### config.mk
export PLATFORM = sky130hd
export DESIGN_NAME = fsd_core
export DESIGN_NICKNAME = d
export VERILOG_FILES = /design/src/fsd_pkg.sv /design/src/fsd_dec_if.sv /design/src/fsd_core.sv /design/src/fsd_decode.sv
export SDC_FILE = /design/constraint.sdc
export NUM_CORES = 1
export LEC_CHECK = 0
export BUFFER_PORTS_ARGS = -buffer_cell sky130_fd_sc_hd__buf_2
export CAP_MARGIN = 15
export CELL_PAD_IN_SITES_DETAIL_PLACEMENT = 1
export CELL_PAD_IN_SITES_GLOBAL_PLACEMENT = 1
export CORE_UTILIZATION = 41
export DETAILED_ROUTE_END_ITERATION = 10
export PLACE_DENSITY_LB_ADDON = 0.08
export SLEW_MARGIN = 20
export SYNTH_ARGS = -nofsm -noshare
export SYNTH_HDL_FRONTEND = slang
export SYNTH_SLANG_ARGS = --single-unit
### constraint.sdc
create_clock -name clk_in -period 3.04 [get_ports clk_in]
set_input_delay 0.608 -clock clk_in [delete_from_list [all_inputs] [get_ports clk_in]]
set_output_delay 0.608 -clock clk_in [all_outputs]
set_load 0.01 [all_outputs]
### src/fsd_pkg.sv
// Shared constants and types for the flow and system control decoder
package fsd_pkg;
   // Opcode patterns and masks (12-bit instruction words)
   localparam logic [11:0] OP_NOP       = 12'h000;
   localparam logic [11:0] OP_SLEEP     = 12'h003;
   localparam logic [11:0] OP_RET       = 12'h00c;
   localparam logic [11:0] OP_RET_PAGE  = 12'h00d;
   localparam logic [11:0] OP_RET_ISR   = 12'h00e;
   localparam logic [11:0] OP_RET_ISRT  = 12'h00f;
   localparam logic [11:0] OP_PWFETCH   = 12'h041;
   localparam logic [11:0] OP_PAGE      = 12'h010;
   localparam logic [11:0] OP_BANK      = 12'h018;
   localparam logic [11:0] MASK_SEL     = 12'hff8;
   localparam logic [11:0] OP_RETLIT    = 12'h800;
   localparam logic [11:0] OP_CALL      = 12'h900;
   localparam logic [11:0] MASK_LIT     = 12'hf00;
   localparam logic [11:0] OP_JUMP      = 12'ha00;
   localparam logic [11:0] MASK_JUMP    = 12'he00;
   // Cycle counts per instruction class
   localparam logic [2:0]  CYC_ONE      = 3'h1;
   localparam logic [2:0]  CYC_SKIP     = 3'h2;
   localparam logic [2:0]  CYC_BRANCH   = 3'h3;
   localparam logic [2:0]  CYC_FETCH    = 3'h4;
   // File addresses and status and file select bit positions
   localparam logic [7:0]  ADDR_PC      = 8'h02;
   localparam logic [7:0]  ADDR_STATUS  = 8'h03;
   localparam int          BIT_CARRY    = 0;
   localparam int          BIT_ZERO     = 2;
   localparam int          BIT_PDOWN    = 3;
   localparam int          BIT_EXPIRY   = 4;
   localparam int          BIT_PAGE_LO  = 5;
   localparam int          BIT_BANK_LO  = 4;
   // Values after reset
   localparam logic [11:0] RST_PC       = 12'hfff;
   localparam logic [7:0]  RST_STATUS   = 8'h18;
   localparam logic [7:0]  RST_BYTE     = 8'h00;
   localparam logic [3:0]  RST_MODE     = 4'hf;

   typedef enum logic [3:0] {
      FSD_NOP, FSD_CALL, FSD_JUMP, FSD_RET, FSD_RET_PAGE, FSD_RET_ISR,
      FSD_RET_ISRT, FSD_RETLIT, FSD_BANK, FSD_PWFETCH, FSD_PAGE, FSD_SLEEP
   } fsd_op_type;

   typedef enum logic [1:0] {FSD_RUN, FSD_STALL, FSD_FETCH, FSD_SLEEPING} fsd_state_type;
endpackage

### src/fsd_dec_if.sv
// Decoder-to-core carrier for the opcode and its decoded class
`timescale 1ns/1ps
`default_nettype none
interface fsd_dec_if;
   import fsd_pkg::*;
   logic [11:0] opcode;
   fsd_op_type  op;
   logic [2:0]  cycles;
   modport dec  (input opcode, output op, output cycles);
   modport core (output opcode, input op, input cycles);
endinterface
`default_nettype wire

### src/fsd_core.sv
// Flow and system control execution core: program counter, stack, page/bank and sleep
// Operation
// (RULE_01) Call pushes counter plus one, loads bits 7:0 from the operand, clears bit 8, takes page bits, 3 cycles.
// (RULE_02) Jump loads bits 8:0 from its operand and 11:9 from the page bits in 3 cycles, flags untouched.
// (RULE_03) Plain return reloads the counter from the stack top in 3 cycles with no flag change.
// (RULE_04) Page return also copies stacked bits 11:9 into the status page bits.
// (RULE_05) Interrupt return restores accumulator, status, file select, mode and counter from shadows except expiry and power-down.
// (RULE_06) Interrupt return with timer adjust also adds the accumulator to the real-time counter.
// (RULE_07) Literal return loads its immediate into the accumulator and pops the counter in 3 cycles.
// (RULE_08) Bank select writes its 3-bit field into file select bits 6:4 in one cycle.
// (RULE_09) Program word fetch reads the word at mode:accumulator and returns it into that pair in 4 cycles.
// (RULE_10) Page select writes its 3-bit field into status bits 7:5 in one cycle.
// (RULE_11) Sleep clears the watchdog, sets expiry, clears power-down, clears the prescaler if assigned, stops the oscillator.
// (RULE_12) The all-zero opcode is a one-cycle no-op.
// (RULE_13) Status holds carry at bit 0 and zero at bit 2, so a bit clear there clears that flag.
// (RULE_14) A bit-test skip costs one cycle when false and two when true.
// (RULE_15) Writing or adding the accumulator to the counter register is an indirect jump of 3 cycles.
// (RULE_16) Undefined opcodes execute as one-cycle no-ops.
`timescale 1ns/1ps
`default_nettype none
module fsd_core
   import fsd_pkg::*;
#(
   parameter int STACK_DEPTH = 8
) (
   input  wire logic        clk_in,
   input  wire logic        rstn_in,
   input  wire logic        instr_valid_in,
   input  wire logic [11:0] instr_in,
   input  wire logic        skip_test_in,
   input  wire logic        skip_cond_in,
   input  wire logic        pc_write_in,
   input  wire logic        pc_add_in,
   input  wire logic        bit_clear_in,
   input  wire logic [7:0]  bit_clear_addr_in,
   input  wire logic [2:0]  bit_clear_pos_in,
   input  wire logic [7:0]  shadow_w_in,
   input  wire logic [7:0]  shadow_status_in,
   input  wire logic [7:0]  shadow_fsr_in,
   input  wire logic [3:0]  shadow_mode_in,
   input  wire logic [11:0] shadow_pc_in,
   input  wire logic [11:0] pmem_data_in,
   input  wire logic        prescaler_to_wdt_in,
   input  wire logic        wake_in,
   input  wire logic        realtime_counter_tick_in,
   output logic             ready_out,
   output logic [11:0]      pc_out,
   output logic [7:0]       w_out,
   output logic [7:0]       status_out,
   output logic [7:0]       fsr_out,
   output logic [3:0]       mode_out,
   output logic [7:0]       realtime_counter_out,
   output logic [11:0]      pmem_addr_out,
   output logic             pmem_rd_out,
   output logic             wdt_clear_out,
   output logic             prescaler_clear_out,
   output logic             osc_stop_out
);
   localparam int SPW = $clog2(STACK_DEPTH);

   // Elaboration guard: the stack pointer wraps cleanly only for a power-of-two depth
   if (STACK_DEPTH < 2 || (STACK_DEPTH & (STACK_DEPTH - 1)) != 0) begin : g_depth_check
      $error("STACK_DEPTH must be a power of two of at least 2");
   end

   fsd_dec_if dec_bus ();
   assign dec_bus.opcode = instr_in;

   fsd_decode u_decode (
      .bus (dec_bus)
   );

   fsd_state_type   state_ff, nxt_state;
   logic [2:0]      cnt_ff, nxt_cnt;
   logic [11:0]     pc_ff, nxt_pc;
   logic [7:0]      w_ff, nxt_w;
   logic [7:0]      status_ff, nxt_status;
   logic [7:0]      fsr_ff, nxt_fsr;
   logic [3:0]      mode_ff, nxt_mode;
   logic [7:0]      realtime_counter_ff, nxt_realtime_counter;
   logic [11:0]     paddr_ff, nxt_paddr;
   logic            prd_ff, nxt_prd;
   logic            wdtc_ff, nxt_wdtc;
   logic            presc_ff, nxt_presc;
   logic            osc_ff, nxt_osc;
   logic            ready_ff;
   logic [SPW-1:0]  sp_ff, nxt_sp;
   logic [11:0]     stack_ff [STACK_DEPTH];
   logic            push;
   logic [11:0]     top;

   // Counter plus a step of one or two, wrapping inside the 12-bit space
   function automatic logic [11:0] inc_pc(input logic [11:0] pc, input logic [11:0] step);
      inc_pc = pc + step;
   endfunction

   assign top = stack_ff[sp_ff - SPW'(1)];

   // Next-state logic for every architectural register
   always_comb begin
      nxt_state  = state_ff;
      nxt_cnt    = cnt_ff;
      nxt_pc     = pc_ff;
      nxt_w      = w_ff;
      nxt_status = status_ff;
      nxt_fsr    = fsr_ff;
      nxt_mode   = mode_ff;
      nxt_realtime_counter   = realtime_counter_tick_in ? realtime_counter_ff + 8'h01 : realtime_counter_ff;
      nxt_paddr  = paddr_ff;
      nxt_prd    = 1'b0;
      nxt_wdtc   = 1'b0;
      nxt_presc  = 1'b0;
      nxt_osc    = osc_ff;
      nxt_sp     = sp_ff;
      push       = 1'b0;
      case (state_ff)
         FSD_RUN: begin
            // Side requests win over a fetched opcode; only one is served per cycle
            if (pc_write_in || pc_add_in) begin
               nxt_pc[7:0] = pc_write_in ? w_ff : pc_ff[7:0] + w_ff; // [RULE_15]
               nxt_pc[8]   = 1'b0;
               nxt_pc[11:9] = status_ff[BIT_PAGE_LO +: 3];
               nxt_cnt     = CYC_BRANCH - 3'h1; // [RULE_15]
               nxt_state   = FSD_STALL;
            end else if (bit_clear_in) begin
               // Only status lives here; carry and zero sit at 0 and 2
               if (bit_clear_addr_in == ADDR_STATUS)
                  nxt_status[bit_clear_pos_in] = 1'b0; // [RULE_13]
               nxt_pc = inc_pc(pc_ff, 12'h001);
            end else if (skip_test_in) begin
               if (skip_cond_in) begin
                  nxt_pc    = inc_pc(pc_ff, 12'h002); // [RULE_14]
                  nxt_cnt   = CYC_SKIP - 3'h1;
                  nxt_state = FSD_STALL;
               end else begin
                  nxt_pc = inc_pc(pc_ff, 12'h001); // [RULE_14]
               end
            end else if (instr_valid_in) begin
               nxt_pc  = inc_pc(pc_ff, 12'h001);
               nxt_cnt = dec_bus.cycles - 3'h1;
               if (dec_bus.cycles != CYC_ONE)
                  nxt_state = FSD_STALL;
               case (dec_bus.op)
                  FSD_CALL: begin
                     push   = 1'b1; // [RULE_01]
                     nxt_sp = sp_ff + SPW'(1);
                     nxt_pc = {status_ff[BIT_PAGE_LO +: 3], 1'b0, instr_in[7:0]}; // [RULE_01]
                  end
                  FSD_JUMP: nxt_pc = {status_ff[BIT_PAGE_LO +: 3], instr_in[8:0]}; // [RULE_02]
                  FSD_RET: begin
                     nxt_pc = top; // [RULE_03]
                     nxt_sp = sp_ff - SPW'(1);
                  end
                  FSD_RET_PAGE: begin
                     nxt_pc = top;
                     nxt_sp = sp_ff - SPW'(1);
                     nxt_status[BIT_PAGE_LO +: 3] = top[11:9]; // [RULE_04]
                  end
                  FSD_RET_ISR, FSD_RET_ISRT: begin
                     nxt_w      = shadow_w_in; // [RULE_05]
                     nxt_fsr    = shadow_fsr_in;
                     nxt_mode   = shadow_mode_in;
                     nxt_pc     = shadow_pc_in;
                     nxt_status = shadow_status_in;
                     nxt_status[BIT_EXPIRY] = status_ff[BIT_EXPIRY]; // [RULE_05]
                     nxt_status[BIT_PDOWN]  = status_ff[BIT_PDOWN];
                     // Restored accumulator is the one added, as software sees it afterwards
                     if (dec_bus.op == FSD_RET_ISRT)
                        nxt_realtime_counter = nxt_realtime_counter + shadow_w_in; // [RULE_06]
                  end
                  FSD_RETLIT: begin
                     nxt_w  = instr_in[7:0]; // [RULE_07]
                     nxt_pc = top;
                     nxt_sp = sp_ff - SPW'(1);
                  end
                  FSD_BANK: nxt_fsr[BIT_BANK_LO +: 3] = instr_in[2:0]; // [RULE_08]
                  FSD_PAGE: nxt_status[BIT_PAGE_LO +: 3] = instr_in[2:0]; // [RULE_10]
                  FSD_PWFETCH: begin
                     nxt_paddr = {mode_ff, w_ff}; // [RULE_09]
                     nxt_prd   = 1'b1;
                     nxt_state = FSD_FETCH;
                  end
                  FSD_SLEEP: begin
                     nxt_wdtc   = 1'b1; // [RULE_11]
                     nxt_presc  = prescaler_to_wdt_in;
                     nxt_status[BIT_EXPIRY] = 1'b1;
                     nxt_status[BIT_PDOWN]  = 1'b0;
                     nxt_osc    = 1'b1;
                     nxt_state  = FSD_SLEEPING;
                  end
                  default: ; // Only the counter advances [RULE_12]
               endcase
            end
         end
         FSD_STALL: begin
            nxt_cnt = cnt_ff - 3'h1;
            if (cnt_ff == 3'h1)
               nxt_state = FSD_RUN;
         end
         FSD_FETCH: begin
            // Memory answers one cycle after the read strobe; captured in the last cycle
            nxt_cnt = cnt_ff - 3'h1;
            if (cnt_ff == 3'h1) begin
               nxt_mode  = pmem_data_in[11:8]; // [RULE_09]
               nxt_w     = pmem_data_in[7:0];
               nxt_state = FSD_RUN;
            end
         end
         FSD_SLEEPING: begin
            // The core holds all state but the real-time counter until a wake-up releases the oscillator
            if (wake_in) begin
               nxt_osc   = 1'b0;
               nxt_state = FSD_RUN;
            end
         end
         default: nxt_state = FSD_RUN;
      endcase
   end

   // Registers; the stack array has no reset since stale entries are never meaningful
   always_ff @(posedge clk_in or negedge rstn_in) begin
      if (!rstn_in) begin
         state_ff  <= FSD_RUN;
         cnt_ff    <= 3'h0;
         pc_ff     <= RST_PC;
         w_ff      <= RST_BYTE;
         status_ff <= RST_STATUS;
         fsr_ff    <= RST_BYTE;
         mode_ff   <= RST_MODE;
         realtime_counter_ff   <= RST_BYTE;
         paddr_ff  <= 12'h000;
         prd_ff    <= 1'b0;
         wdtc_ff   <= 1'b0;
         presc_ff  <= 1'b0;
         osc_ff    <= 1'b0;
         ready_ff  <= 1'b1;
         sp_ff     <= '0;
      end else begin
         state_ff  <= nxt_state;
         cnt_ff    <= nxt_cnt;
         pc_ff     <= nxt_pc;
         w_ff      <= nxt_w;
         status_ff <= nxt_status;
         fsr_ff    <= nxt_fsr;
         mode_ff   <= nxt_mode;
         realtime_counter_ff   <= nxt_realtime_counter;
         paddr_ff  <= nxt_paddr;
         prd_ff    <= nxt_prd;
         wdtc_ff   <= nxt_wdtc;
         presc_ff  <= nxt_presc;
         osc_ff    <= nxt_osc;
         ready_ff  <= (nxt_state == FSD_RUN);
         sp_ff     <= nxt_sp;
      end
   end

   // Return address push; a full stack silently wraps over the oldest entry
   always_ff @(posedge clk_in) begin
      if (push)
         stack_ff[sp_ff] <= inc_pc(pc_ff, 12'h001); // [RULE_01]
   end

   assign ready_out           = ready_ff;
   assign pc_out              = pc_ff;
   assign w_out               = w_ff;
   assign status_out          = status_ff;
   assign fsr_out             = fsr_ff;
   assign mode_out            = mode_ff;
   assign realtime_counter_out            = realtime_counter_ff;
   assign pmem_addr_out       = paddr_ff;
   assign pmem_rd_out         = prd_ff;
   assign wdt_clear_out       = wdtc_ff;
   assign prescaler_clear_out = presc_ff;
   assign osc_stop_out        = osc_ff;
endmodule
`default_nettype wire

### src/fsd_decode.sv
// Combinational opcode classifier for flow and system control instructions
`timescale 1ns/1ps
`default_nettype none
module fsd_decode
   import fsd_pkg::*;
(
   fsd_dec_if.dec bus
);
   // Masked matches first, exact codes next; anything else falls to a no-op
   always_comb begin
      bus.op     = FSD_NOP;
      bus.cycles = CYC_ONE;
      if ((bus.opcode & MASK_LIT) == OP_CALL) begin
         bus.op     = FSD_CALL;
         bus.cycles = CYC_BRANCH;
      end else if ((bus.opcode & MASK_JUMP) == OP_JUMP) begin
         bus.op     = FSD_JUMP;
         bus.cycles = CYC_BRANCH;
      end else if ((bus.opcode & MASK_LIT) == OP_RETLIT) begin
         bus.op     = FSD_RETLIT;
         bus.cycles = CYC_BRANCH;
      end else if ((bus.opcode & MASK_SEL) == OP_BANK) begin
         bus.op = FSD_BANK;
      end else if ((bus.opcode & MASK_SEL) == OP_PAGE) begin
         bus.op = FSD_PAGE;
      end else begin
         case (bus.opcode)
            OP_RET: begin
               bus.op     = FSD_RET;
               bus.cycles = CYC_BRANCH;
            end
            OP_RET_PAGE: begin
               bus.op     = FSD_RET_PAGE;
               bus.cycles = CYC_BRANCH;
            end
            OP_RET_ISR: begin
               bus.op     = FSD_RET_ISR;
               bus.cycles = CYC_BRANCH;
            end
            OP_RET_ISRT: begin
               bus.op     = FSD_RET_ISRT;
               bus.cycles = CYC_BRANCH;
            end
            OP_PWFETCH: begin
               bus.op     = FSD_PWFETCH;
               bus.cycles = CYC_FETCH;
            end
            OP_SLEEP: bus.op = FSD_SLEEP;
            default:  bus.op = FSD_NOP; // Undefined codes run as one-cycle no-ops [RULE_16]
         endcase
      end
   end
endmodule
`default_nettype wire

Yosys cells after proc, flatten, opt, wreduce, memory -nomap -nowiden

Memories as Yosys holds them, arrays and structs flattened.
Index checks and enable logic that the tools add are counted.

Register bits: 73
Output and inout bits: 65
Logic and storage cells: 208
Memory bits (writable): 96
Memories kept: 1

$add $sub $neg: 9
$lt $le $gt $ge: 2
Bitwise logic cells: 5
Reduce and logical (&&, ||, !) cells: 30
Equal/unequal tests: 42
Muxes and demuxes: 101

Memories:

| memory   | words | bits a word | read ports | clocked after memory_dff | wr ports | line           | source |
|---|---|---|---|---|---|---|---|
| stack_ff | 8     | 12          | 1          | 0                        | 1        | fsd_core.sv:88 | `logic [11:0] stack_ff [STACK_DEPTH];` |

Operators by type and width:

| cell                                                              | number |
|---|---|
| 8-bit two-way mux                                                 | 18 |
| 12-bit two-way mux                                                | 5 |
| 12-bit by 4-bit == test with 1-bit output (second input constant) | 4 |
| 12-bit case mux with 4 select lines                               | 1 |
| 4-bit two-way mux                                                 | 11 |
| 6-bit AND reduction                                               | 7 |
| 1-bit two-way mux                                                 | 33 |
| 3-bit two-way mux                                                 | 11 |
| 8-bit case mux with 2 select lines                                | 2 |
| 4-bit == test (second input constant)                             | 6 |
| 3-bit case mux with 2 select lines                                | 4 |
| 4-bit case mux with 6 select lines                                | 1 |
| 7-bit AND reduction                                               | 3 |
| 9-bit by 2-bit == test with 1-bit output (second input constant)  | 2 |
| 2-bit two-way mux                                                 | 9 |
| 8-bit adder                                                       | 2 |
| 4-bit by 3-bit == test with 1-bit output (second input constant)  | 4 |
| 2-bit nonzero test                                                | 8 |
| 12-bit by 1-bit adder with 12-bit output (second input constant)  | 1 |
| 12-bit by 2-bit adder with 12-bit output (second input constant)  | 1 |
| 12-bit by 2-bit == test with 1-bit output (second input constant) | 1 |
| 12-bit by 7-bit == test with 1-bit output (second input constant) | 1 |
| 2-bit inequality test (second input constant)                     | 6 |
| 3-bit case mux with 3 select lines                                | 1 |
| 33 further kinds                                                  | 47 |

Longest topological paths before layout

Gate-level depths: netlist of run 1.

Depth after elaboration: 17
Mapped depth: 12
Depth with buffers taken out: 11

Hierarchy

A second synthesis of run 1 with hierarchy kept.

Cell total of the unflattened synthesis: 804
Area total of the unflattened synthesis: 9,330.2 um^2

By module, submodules not included:

| module     | area an instance (um^2) | cells an instance | sequential area each (um^2) | instances |
|---|---|---|---|---|
| fsd_core   | 9,135.0                 | 775               | 4,733.3                     | 1 |
| fsd_decode | 195.2                   | 29                | 0.0                         | 1 |

Worst setup path after synthesis of run 1

OpenSTA, ideal clock, no wires.

Path kind: input to register
Start: input instr_in[11]
End: memory stack_ff[1][0], enable pin
Path buffers: 1
Setup slack: -370 ps
Data arrival time: 3,014 ps
Library setup time: 396 ps
Cell stages on the path: 8
Path through: or4b_2 > clkbuf_1 > o311ai_0 > o21ai_1 > nand4_1 > nor2_1 > nand2_1 > nor3_1

Longest elaborated chain between the ends: 16
Elaborated cells on any way between the ends: 26

Ends and longest elaborated chain:

| element                                                           | line             | source |
|---|---|---|
| from (decl)                                                       | fsd_core.sv:29   | `input wire logic [11:0] instr_in,` |
| 12-bit by 2-bit == test with 1-bit output (tied with other cells) | fsd_decode.sv:27 | `case (bus.opcode)` |
| 4-bit case mux with 6 select lines                                | fsd_decode.sv:27 |  |
| 4-bit two-way mux                                                 | fsd_decode.sv:24 | `end else if ((bus.opcode & MASK_SEL) == OP_PAGE) begin` |
| 4-bit two-way mux                                                 | fsd_decode.sv:22 | `end else if ((bus.opcode & MASK_SEL) == OP_BANK) begin` |
| 4-bit two-way mux                                                 | fsd_decode.sv:19 | `end else if ((bus.opcode & MASK_LIT) == OP_RETLIT) begin` |
| 4-bit two-way mux                                                 | fsd_decode.sv:16 | `end else if ((bus.opcode & MASK_JUMP) == OP_JUMP) begin` |
| 4-bit two-way mux (*)                                             | fsd_decode.sv:13 | `if ((bus.opcode & MASK_LIT) == OP_CALL) begin` |
| 4-bit by 1-bit == test with 1-bit output (*)                      | fsd_core.sv:143  | `case (dec_bus.op)` |
| 1-bit two-way mux (*)                                             | fsd_core.sv:143  |  |
| 1-bit two-way mux (*)                                             | fsd_core.sv:138  | `end else if (instr_valid_in) begin` |
| 1-bit two-way mux (*)                                             | fsd_core.sv:130  | `end else if (skip_test_in) begin` |
| 1-bit two-way mux (*)                                             | fsd_core.sv:125  | `end else if (bit_clear_in) begin` |
| 1-bit two-way mux (*)                                             | fsd_core.sv:119  | `if (pc_write_in \|\| pc_add_in) begin` |
| 1-bit two-way mux (*)                                             | fsd_core.sv:116  | `case (state_ff)` |
| 1-bit two-way mux (*)                                             | fsd_core.sv:259  | `if (push)` |
| 1-bit two-way mux (implied by the code) (*)                       | fsd_core.sv:260  | `stack_ff[sp_ff] <= inc_pc(pc_ff, 12'h001);` |
| to (decl)                                                         | fsd_core.sv:88   |  |

Mark *: on every way between the ends. The rest lies on a longest branch, timed or not.

Final worst setup path of run 1

Start: register sp_ff[1]
End: register status_ff[6] (netlist: status_out[6])

Longest elaborated chain between the ends: 6

Ends and longest elaborated chain:

| element                                     | line            | source |
|---|---|---|
| from (decl)                                 | fsd_core.sv:87  | `logic [SPW-1:0] sp_ff, nxt_sp;` |
| from (signal assigned)                      | fsd_core.sv:253 | `sp_ff <= nxt_sp;` |
| 3-bit by 1-bit subtractor with 3-bit output | fsd_core.sv:97  | `assign top = stack_ff[sp_ff - SPW'(1)];` |
| memory read 8 x 12 bit                      | --              |  |
| 3-bit case mux with 3 select lines          | fsd_core.sv:143 |  |
| 8-bit two-way mux                           | fsd_core.sv:138 |  |
| 8-bit two-way mux                           | fsd_core.sv:130 |  |
| 8-bit two-way mux                           | fsd_core.sv:125 |  |
| to (signal assigned)                        | fsd_core.sv:243 | `status_ff <= nxt_status;` |
| to (decl)                                   | fsd_core.sv:77  | `logic [7:0] status_ff, nxt_status;` |

Every way passes these cells. The select of a mux whose other input is x is not followed.
A chain may end at the register's enable or synchronous reset.

==> results.cfg, run 1 <==
[min_path]
worst_hold_path_type = input pin to async pin

[critical_path]
critical-path-slowest-cell = sky130_fd_sc_hd__ha_1
worstSetupEndpointType = flip-flop
cp_cell_sequence = inv_1 -> ha_1 -> mux4_2 -> mux2i_1 -> o21ai_0 -> mux2i_1 -> nor2_1 -> a211o_1
crit_top_cell = sky130_fd_sc_hd__mux2i_1
start_kind = flip-flop
worst-path-buf-inv = 1
worstPathArrival_ns = 3.11
critical_path_class = flip-flop to flip-flop
cp.required_ns = 3.38
critical-path-top-delay-family = multiplexers
max_stage_delay_on_crit_path_ns = 0.56
worst-path-max-fanout = 9

[cts]
clockBufferDepth = 2
tritoncts_num_sinks = 169
postCtsResizedCells = 0
worst_setup_hold_path_clk_slew_ns = 0.09
number_of_buffers_inserted_by_hold_repair_at_cts = 0
cts_root_buf = sky130_fd_sc_hd__clkbuf_16
post_cts_buffers = 0
cts_bufs_inserted = 17
htree_levels = 4
tritoncts = done
latest_clock_arrival_within_the_worst_skew_pair_ns = 0.44

[drt]
number_of_drc_markers_in_iteration_0 = 334
average_via_count_per_standard_cell = 5.584
detailroute.via_count = 7644
remaining_drc_errors = 0
drt-total-wl_um = 29950
routed_wire_length_per_instance_um = 21.87
drt_pre_antenna_iters = 5
drtAntennaViolNets = 0

[grt]
overflow_left_after_global_routing = 0
grt_max_degree = 74
grt_first_pass_wirelength_um = 46310
groute.usage.overall_pct = 25.94
first_global_vias = 7985
number_of_antenna_violations_at_the_first_check_in_global_routing = 1

[floorplanning]
die_boundary_height_um = 154.7
fp.dieArea_um2 = 23930
num_io_pins = 151
die_x_um = 154.7
core_um2 = 22780
start_util_pct = 41.97
num_rows = 55

[final_layout]
finished_cell_area_um2 = 11730
num-nets-final = 1157
layout-drive-gt1-share_pct = 33.43
insertedDiodeCount = 0
syn_to_final_growth_pct = 22.72
num-fill-cells = 2492

[timing]
fmaxAchievable_mhz = 361.2
setup_viol = 0
finalHoldViolations = 0
finalCriticalPeriod_ns = 2.769
fin_crit_sh_pct = 91.07
final-max-slew-violation-count = 0
slew_headroom_pct = 47.42
rsz0062_at_grt = no
max_slew.worst_pin.slew_ns = 0.7831
fin_skew_ns = 0.01829
hold-worst-slack_ns = 0.1948

[logic_synthesis]
leading_cell_type_by_number_of_instances_after_synthesis = sky130_fd_sc_hd__edfxtp_1
yosys_register_bits = 169
post_synth_num_cell_types = 86
synth.yosys.seq_area_share_pct = 49.52
share_of_synthesized_flip_flops_with_an_asynchronous_set_or_reset_pct = 43.20
synth_top_cell_by_area = sky130_fd_sc_hd__edfxtp_1
synth.top_cells.by_count = sky130_fd_sc_hd__edfxtp_1, sky130_fd_sc_hd__nor2_1, sky130_fd_sc_hd__nand2_1
synth.area.top_cells = sky130_fd_sc_hd__edfxtp_1, sky130_fd_sc_hd__dfrtp_1, sky130_fd_sc_hd__mux4_2
synth_cells = 849
syn_area_um2 = 9559
ys_warnings = 0
ys_dominant_reg_cell = sky130_fd_sc_hd__edfxtp_1
synth-edff-count = 96
synthesis.area_per_instance_um2 = 11.26
synth_top_area_share_pct = 30.16
syn_nets = 963

[pwr]
power_leakage_nw = 4.785
total_power_mw = 8.710
peakVddDrop_v = 0.0003430
power.density_cell_area_nw_per_um2 = 742.5

[placement]
detailed_place.area_um2 = 11100
gpl.final_weighted_congestion = 0.8723
dp.final_hpwl_um = 22730
port_buffers = 148

[job]
drv_cap = 0

[status]
run_status = finished, final reports clean
-- worst reg2reg max path, stage by stage (launching register included) --
cell                      delay [ns]
sky130_fd_sc_hd__dfrtp_1        0.47
sky130_fd_sc_hd__inv_1          0.12
sky130_fd_sc_hd__ha_1           0.56
sky130_fd_sc_hd__mux4_2         0.37
sky130_fd_sc_hd__mux2i_1        0.39
sky130_fd_sc_hd__o21ai_0        0.17
sky130_fd_sc_hd__mux2i_1        0.23
sky130_fd_sc_hd__nor2_1         0.09
sky130_fd_sc_hd__a211o_1        0.27
-- registers in the layout (all words and copies together), names as in the netlist --
name and cells:
stack_ff 96, pmem_rd_out 1, osc_stop_out 1, pc_out 12
prescaler_clear_out 1, fsr_out 8, state_ff 2, cnt_ff 3
ready_out 1, status_out 8, w_out 8, mode_out 4
sp_ff 3, wdt_clear_out 1, pmem_addr_out 12, realtime_counter_out 8
-- metrics by stage --
| step | instances | TNS, ns | setup WS (ns) | utilization [%] |
|---|---|---|---|---|
| after floorplan | 849 | -1.473 | -0.02829 | - |
| after global placement | 1337 | 0 | 0.04463 | 48.72 |
| after detailed placement | 1337 | -0.04722 | -0.005462 | 48.72 |
| after CTS | 1369 | 0 | 0.2504 | 51.49 |
| after global routing | 1369 | 0 | 0.01703 | 51.50 |
| final | 1369 | 0 | 0.2714 | 51.50 |
-- cell families after synthesis --
logic type      synth area share, %
compound gates                15.26
xor+xnor                      3.482
fa+ha+maj                     3.822
buf+inv                       3.429
flops                         49.52
mux                           11.88
simple gates                  12.60
-- worst paths after layout --
check	start	to	slack, ns	depth (start not counted)
setup reg to reg	sp_ff[1]$_DFFE_PN0P_	status_out[6]$_DFFE_PN0P_	0.27	8
hold reg to reg	status_out[3]$_DFFE_PN1P_	status_out[3]$_DFFE_PN1P_	0.47	1
min in group clk_in	shadow_fsr_in[7]	fsr_out[7]$_DFFE_PN0P_	0.38	2
hold / removal	rstn_in	realtime_counter_out[6]$_DFF_PN0_	0.19	1
setup / recovery	sp_ff[1]$_DFFE_PN0P_	status_out[6]$_DFFE_PN0P_	0.27	8
max in group asynchronous	rstn_in	w_out[1]$_DFFE_PN0P_	2.33	1
-- power by group --
part | leakage (nW) | internal, mW | switching, mW | total (mW)
combinational | 2.74 | 1.32 | 1.77 | 3.09
sequential | 1.74 | 2.92 | 0.394 | 3.32
clock | 0.300 | 1.14 | 1.16 | 2.30
total | 4.78 | 5.38 | 3.33 | 8.71
-- cell usage in the layout, fill, tap and decap left out, types with 5 or more instances in the layout --
cell type / count
sky130_fd_sc_hd__buf_2: 147
sky130_fd_sc_hd__edfxtp_1: 96
sky130_fd_sc_hd__nor2_1: 71
sky130_fd_sc_hd__buf_4: 69
sky130_fd_sc_hd__nand2_1: 66
sky130_fd_sc_hd__a21oi_1: 55
sky130_fd_sc_hd__dfrtp_1: 54
sky130_fd_sc_hd__o21ai_0: 50
sky130_fd_sc_hd__inv_1: 28
sky130_fd_sc_hd__mux2i_1: 28
sky130_fd_sc_hd__ha_1: 26
sky130_fd_sc_hd__mux2_2: 25
sky130_fd_sc_hd__nand3_1: 24
sky130_fd_sc_hd__mux4_2: 24
sky130_fd_sc_hd__xnor2_1: 21
sky130_fd_sc_hd__dfstp_2: 19
sky130_fd_sc_hd__xor2_1: 17
sky130_fd_sc_hd__clkbuf_16: 17
sky130_fd_sc_hd__nor3_1: 15
sky130_fd_sc_hd__nand2b_1: 12
sky130_fd_sc_hd__a211oi_1: 12
sky130_fd_sc_hd__a22oi_1: 10
sky130_fd_sc_hd__nor2b_1: 9
sky130_fd_sc_hd__nor4_1: 7
sky130_fd_sc_hd__nand4_1: 7
sky130_fd_sc_hd__a211o_1: 7
sky130_fd_sc_hd__o211ai_1: 6
sky130_fd_sc_hd__o22ai_1: 6
sky130_fd_sc_hd__and3_1: 5
sky130_fd_sc_hd__a21o_1: 5
sky130_fd_sc_hd__o221ai_1: 5
sky130_fd_sc_hd__clkinv_8: 5
-- cell type report --
| type | instances | area, µm² | area share (%) |
|---|---|---|---|
| clock buffers | 17 | 425.4 | 3.626 |
| clock inverters | 15 | 205.2 | 1.749 |
| inverters | 30 | 117.6 | 1.003 |
| multi-input cells | 604 | 4513 | 38.47 |
| flip-flops and latches | 169 | 4733 | 40.35 |
| well taps | 313 | 391.6 | 3.338 |
| repair buffers | 221 | 1345 | 11.47 |
-- metal layers --
| layer | wire (µm) | track usage [%] | share of wire [%] |
|---|---|---|---|
| met5 | 13 | 0 | 0.043 |
| met4 | 685 | 8.628 | 2.3 |
| met3 | 1203 | 4.231 | 4.0 |
| met2 | 14660 | 43.35 | 49 |
| met1 | 13380 | 34.33 | 45 |
Note: power is estimated with default switching activity, not from simulation.
==> run 2: changes to the inputs <==
==> constraint.sdc (replaced) <==
create_clock -name clk_in -period 2.5 [get_ports clk_in]
set_input_delay 0.5 -clock clk_in [delete_from_list [all_inputs] [get_ports clk_in]]
set_output_delay 0.5 -clock clk_in [all_outputs]
set_load 0.01 [all_outputs]
==> results.cfg, run 2 (synthesis results as in run 1) <==
[drt]
number_of_drc_markers_in_iteration_0 = 341
remaining_drc_errors = 0
detailroute.via_count = 8115
drt-total-wl_um = 32300
average_via_count_per_standard_cell = 5.547
routed_wire_length_per_instance_um = 22.08
drt_pre_antenna_iters = 5
drtAntennaViolNets = 0

[floorplanning]
num_io_pins = 151
fp.dieArea_um2 = 23930
core_um2 = 22780
die_boundary_height_um = 154.7
die_x_um = 154.7
start_util_pct = 41.97
num_rows = 55

[placement]
dp.final_hpwl_um = 24540
port_buffers = 148
placedCellCount = 1429
gpl.final_weighted_congestion = 0.8576

[timing]
setup_viol = 0
fin_skew_ns = 0.01736
tns_ns = 0
final-max-slew-violation-count = 0
slew_headroom_pct = 66.72
rsz0062_at_grt = yes
max_slew.worst_pin.slew_ns = 0.4993
fin_crit_sh_pct = 95.81
fmaxAchievable_mhz = 417.5
finalCriticalPeriod_ns = 2.395
finalHoldViolations = 0

[final_layout]
syn_to_final_growth_pct = 33.43
layoutNonFillerInstCount = 1463
num-nets-final = 1251
layout-drive-gt1-share_pct = 41.48
largest_register_ffs = 96
layout_commonest_cell = sky130_fd_sc_hd__buf_4
mostFrequentLayoutCells = sky130_fd_sc_hd__buf_4, sky130_fd_sc_hd__buf_2, sky130_fd_sc_hd__edfxtp_1
insertedDiodeCount = 0
regMostFlops = stack_ff

[cts]
latest_clock_arrival_within_the_worst_skew_pair_ns = 0.45
tritoncts = done
cts_bufs_inserted = 17
worst_setup_hold_path_clk_slew_ns = 0.08
htree_levels = 4
tritoncts_num_sinks = 169
number_of_buffers_inserted_by_hold_repair_at_cts = 0
clockBufferDepth = 2
cts_root_buf = sky130_fd_sc_hd__clkbuf_16

[critical_path]
critical_path_class = flip-flop to flip-flop
worstPathArrival_ns = 2.74
worstSetupEndpointType = flip-flop
worst-path-buf-inv = 1
r2r_setup_slack_ns = 0.10
worst-path-max-fanout = 10
cp.required_ns = 2.84
cp_cell_sequence = ha_1 -> nand3_2 -> nor4_2 -> xor2_1 -> buf_4 -> nor3_1 -> a31oi_1 -> nor2b_1 -> a221oi_1
critical-path-top-delay-family = flip-flops
start_kind = flip-flop
max_stage_delay_on_crit_path_ns = 0.62
critical-path-slowest-cell = sky130_fd_sc_hd__dfstp_2

[grt]
grt_first_pass_wirelength_um = 49270
overflow_left_after_global_routing = 0
groute.usage.overall_pct = 27.69
first_global_vias = 8644
grt_max_degree = 32
number_of_antenna_violations_at_the_first_check_in_global_routing = 0

[min_path]
worst_hold_path_type = input pin to async pin

[pwr]
power_leakage_nw = 5.298
power.density_cell_area_nw_per_um2 = 889.9
peakVddDrop_v = 0.0005312

[job]
drv_cap = 0

[status]
run_status = finished, final reports clean
[run 2: final cells by class]
type | instances | area [µm²]
fill | 2458 | 10020
sequential | 169 | 4735
multi-input combinational | 604 | 4715
timing repair buffer | 315 | 2167
clock buffer | 17 | 425.4
tap | 313 | 391.6
clock inverter | 15 | 203.9
inverter | 30 | 117.6
[run 2: metrics by stage]
step           utilization (%)  hold slack [ns]  instance area [µm²]  power [mW]  setup slack, ns
2_1_floorplan                -           0.2044                 9692       6.472          -0.2902
3_3_place_gp             52.62           0.4480                11990       8.162          -0.3366
3_5_place_dp             52.62           0.4506                11990       8.317          -0.4015
4_1_cts                  55.61         0.001959                12670       11.35         0.003172
5_1_grt                  56.00          0.02655                12750       11.96        -0.009842
6_report                 56.00         0.002234                12750       11.35           0.1047
[run 2: layer usage]
layer	track usage (%)	wire (µm)	vias up
met5	0	0	-
met4	7.921	589	0
met3	4.091	1303	32
met2	50.40	17160	214
met1	33.91	13250	4100
li1	-	-	3769
[run 2: final timing paths]
check                                          startpoint                           endpoint  depth (start not counted)
max in group asynchronous                         rstn_in          status_out[4]$_DFFE_PN1P_                          2
worst max register to register      pc_out[1]$_DFFE_PN1P_              pc_out[9]$_DFFE_PN1P_                          9
worst max-delay path                pc_out[1]$_DFFE_PN1P_              pc_out[9]$_DFFE_PN1P_                          9
worst min-delay path                              rstn_in  realtime_counter_out[6]$_DFF_PN0_                          1
min in group clk_in                   prescaler_to_wdt_in      prescaler_clear_out$_DFF_PN0_                          2
worst min register to register  status_out[3]$_DFFE_PN1P_          status_out[3]$_DFFE_PN1P_                          1
[run 2: power breakdown]
part	leakage (nW)	internal [mW]	switching, mW	total [mW]
Clock	0.305	1.62	1.29	2.91
Sequential	1.74	3.55	0.435	3.99
Combinational	3.25	2.00	2.45	4.45
[run 2: repair_timing]
action                                  in CTS  in global routing
endpoints found under the hold margin        0                  0
endpoints found under the setup margin       6                 59
pin swaps                                    7                  1
resized for setup                            7                 16
setup buffers                                1                  1
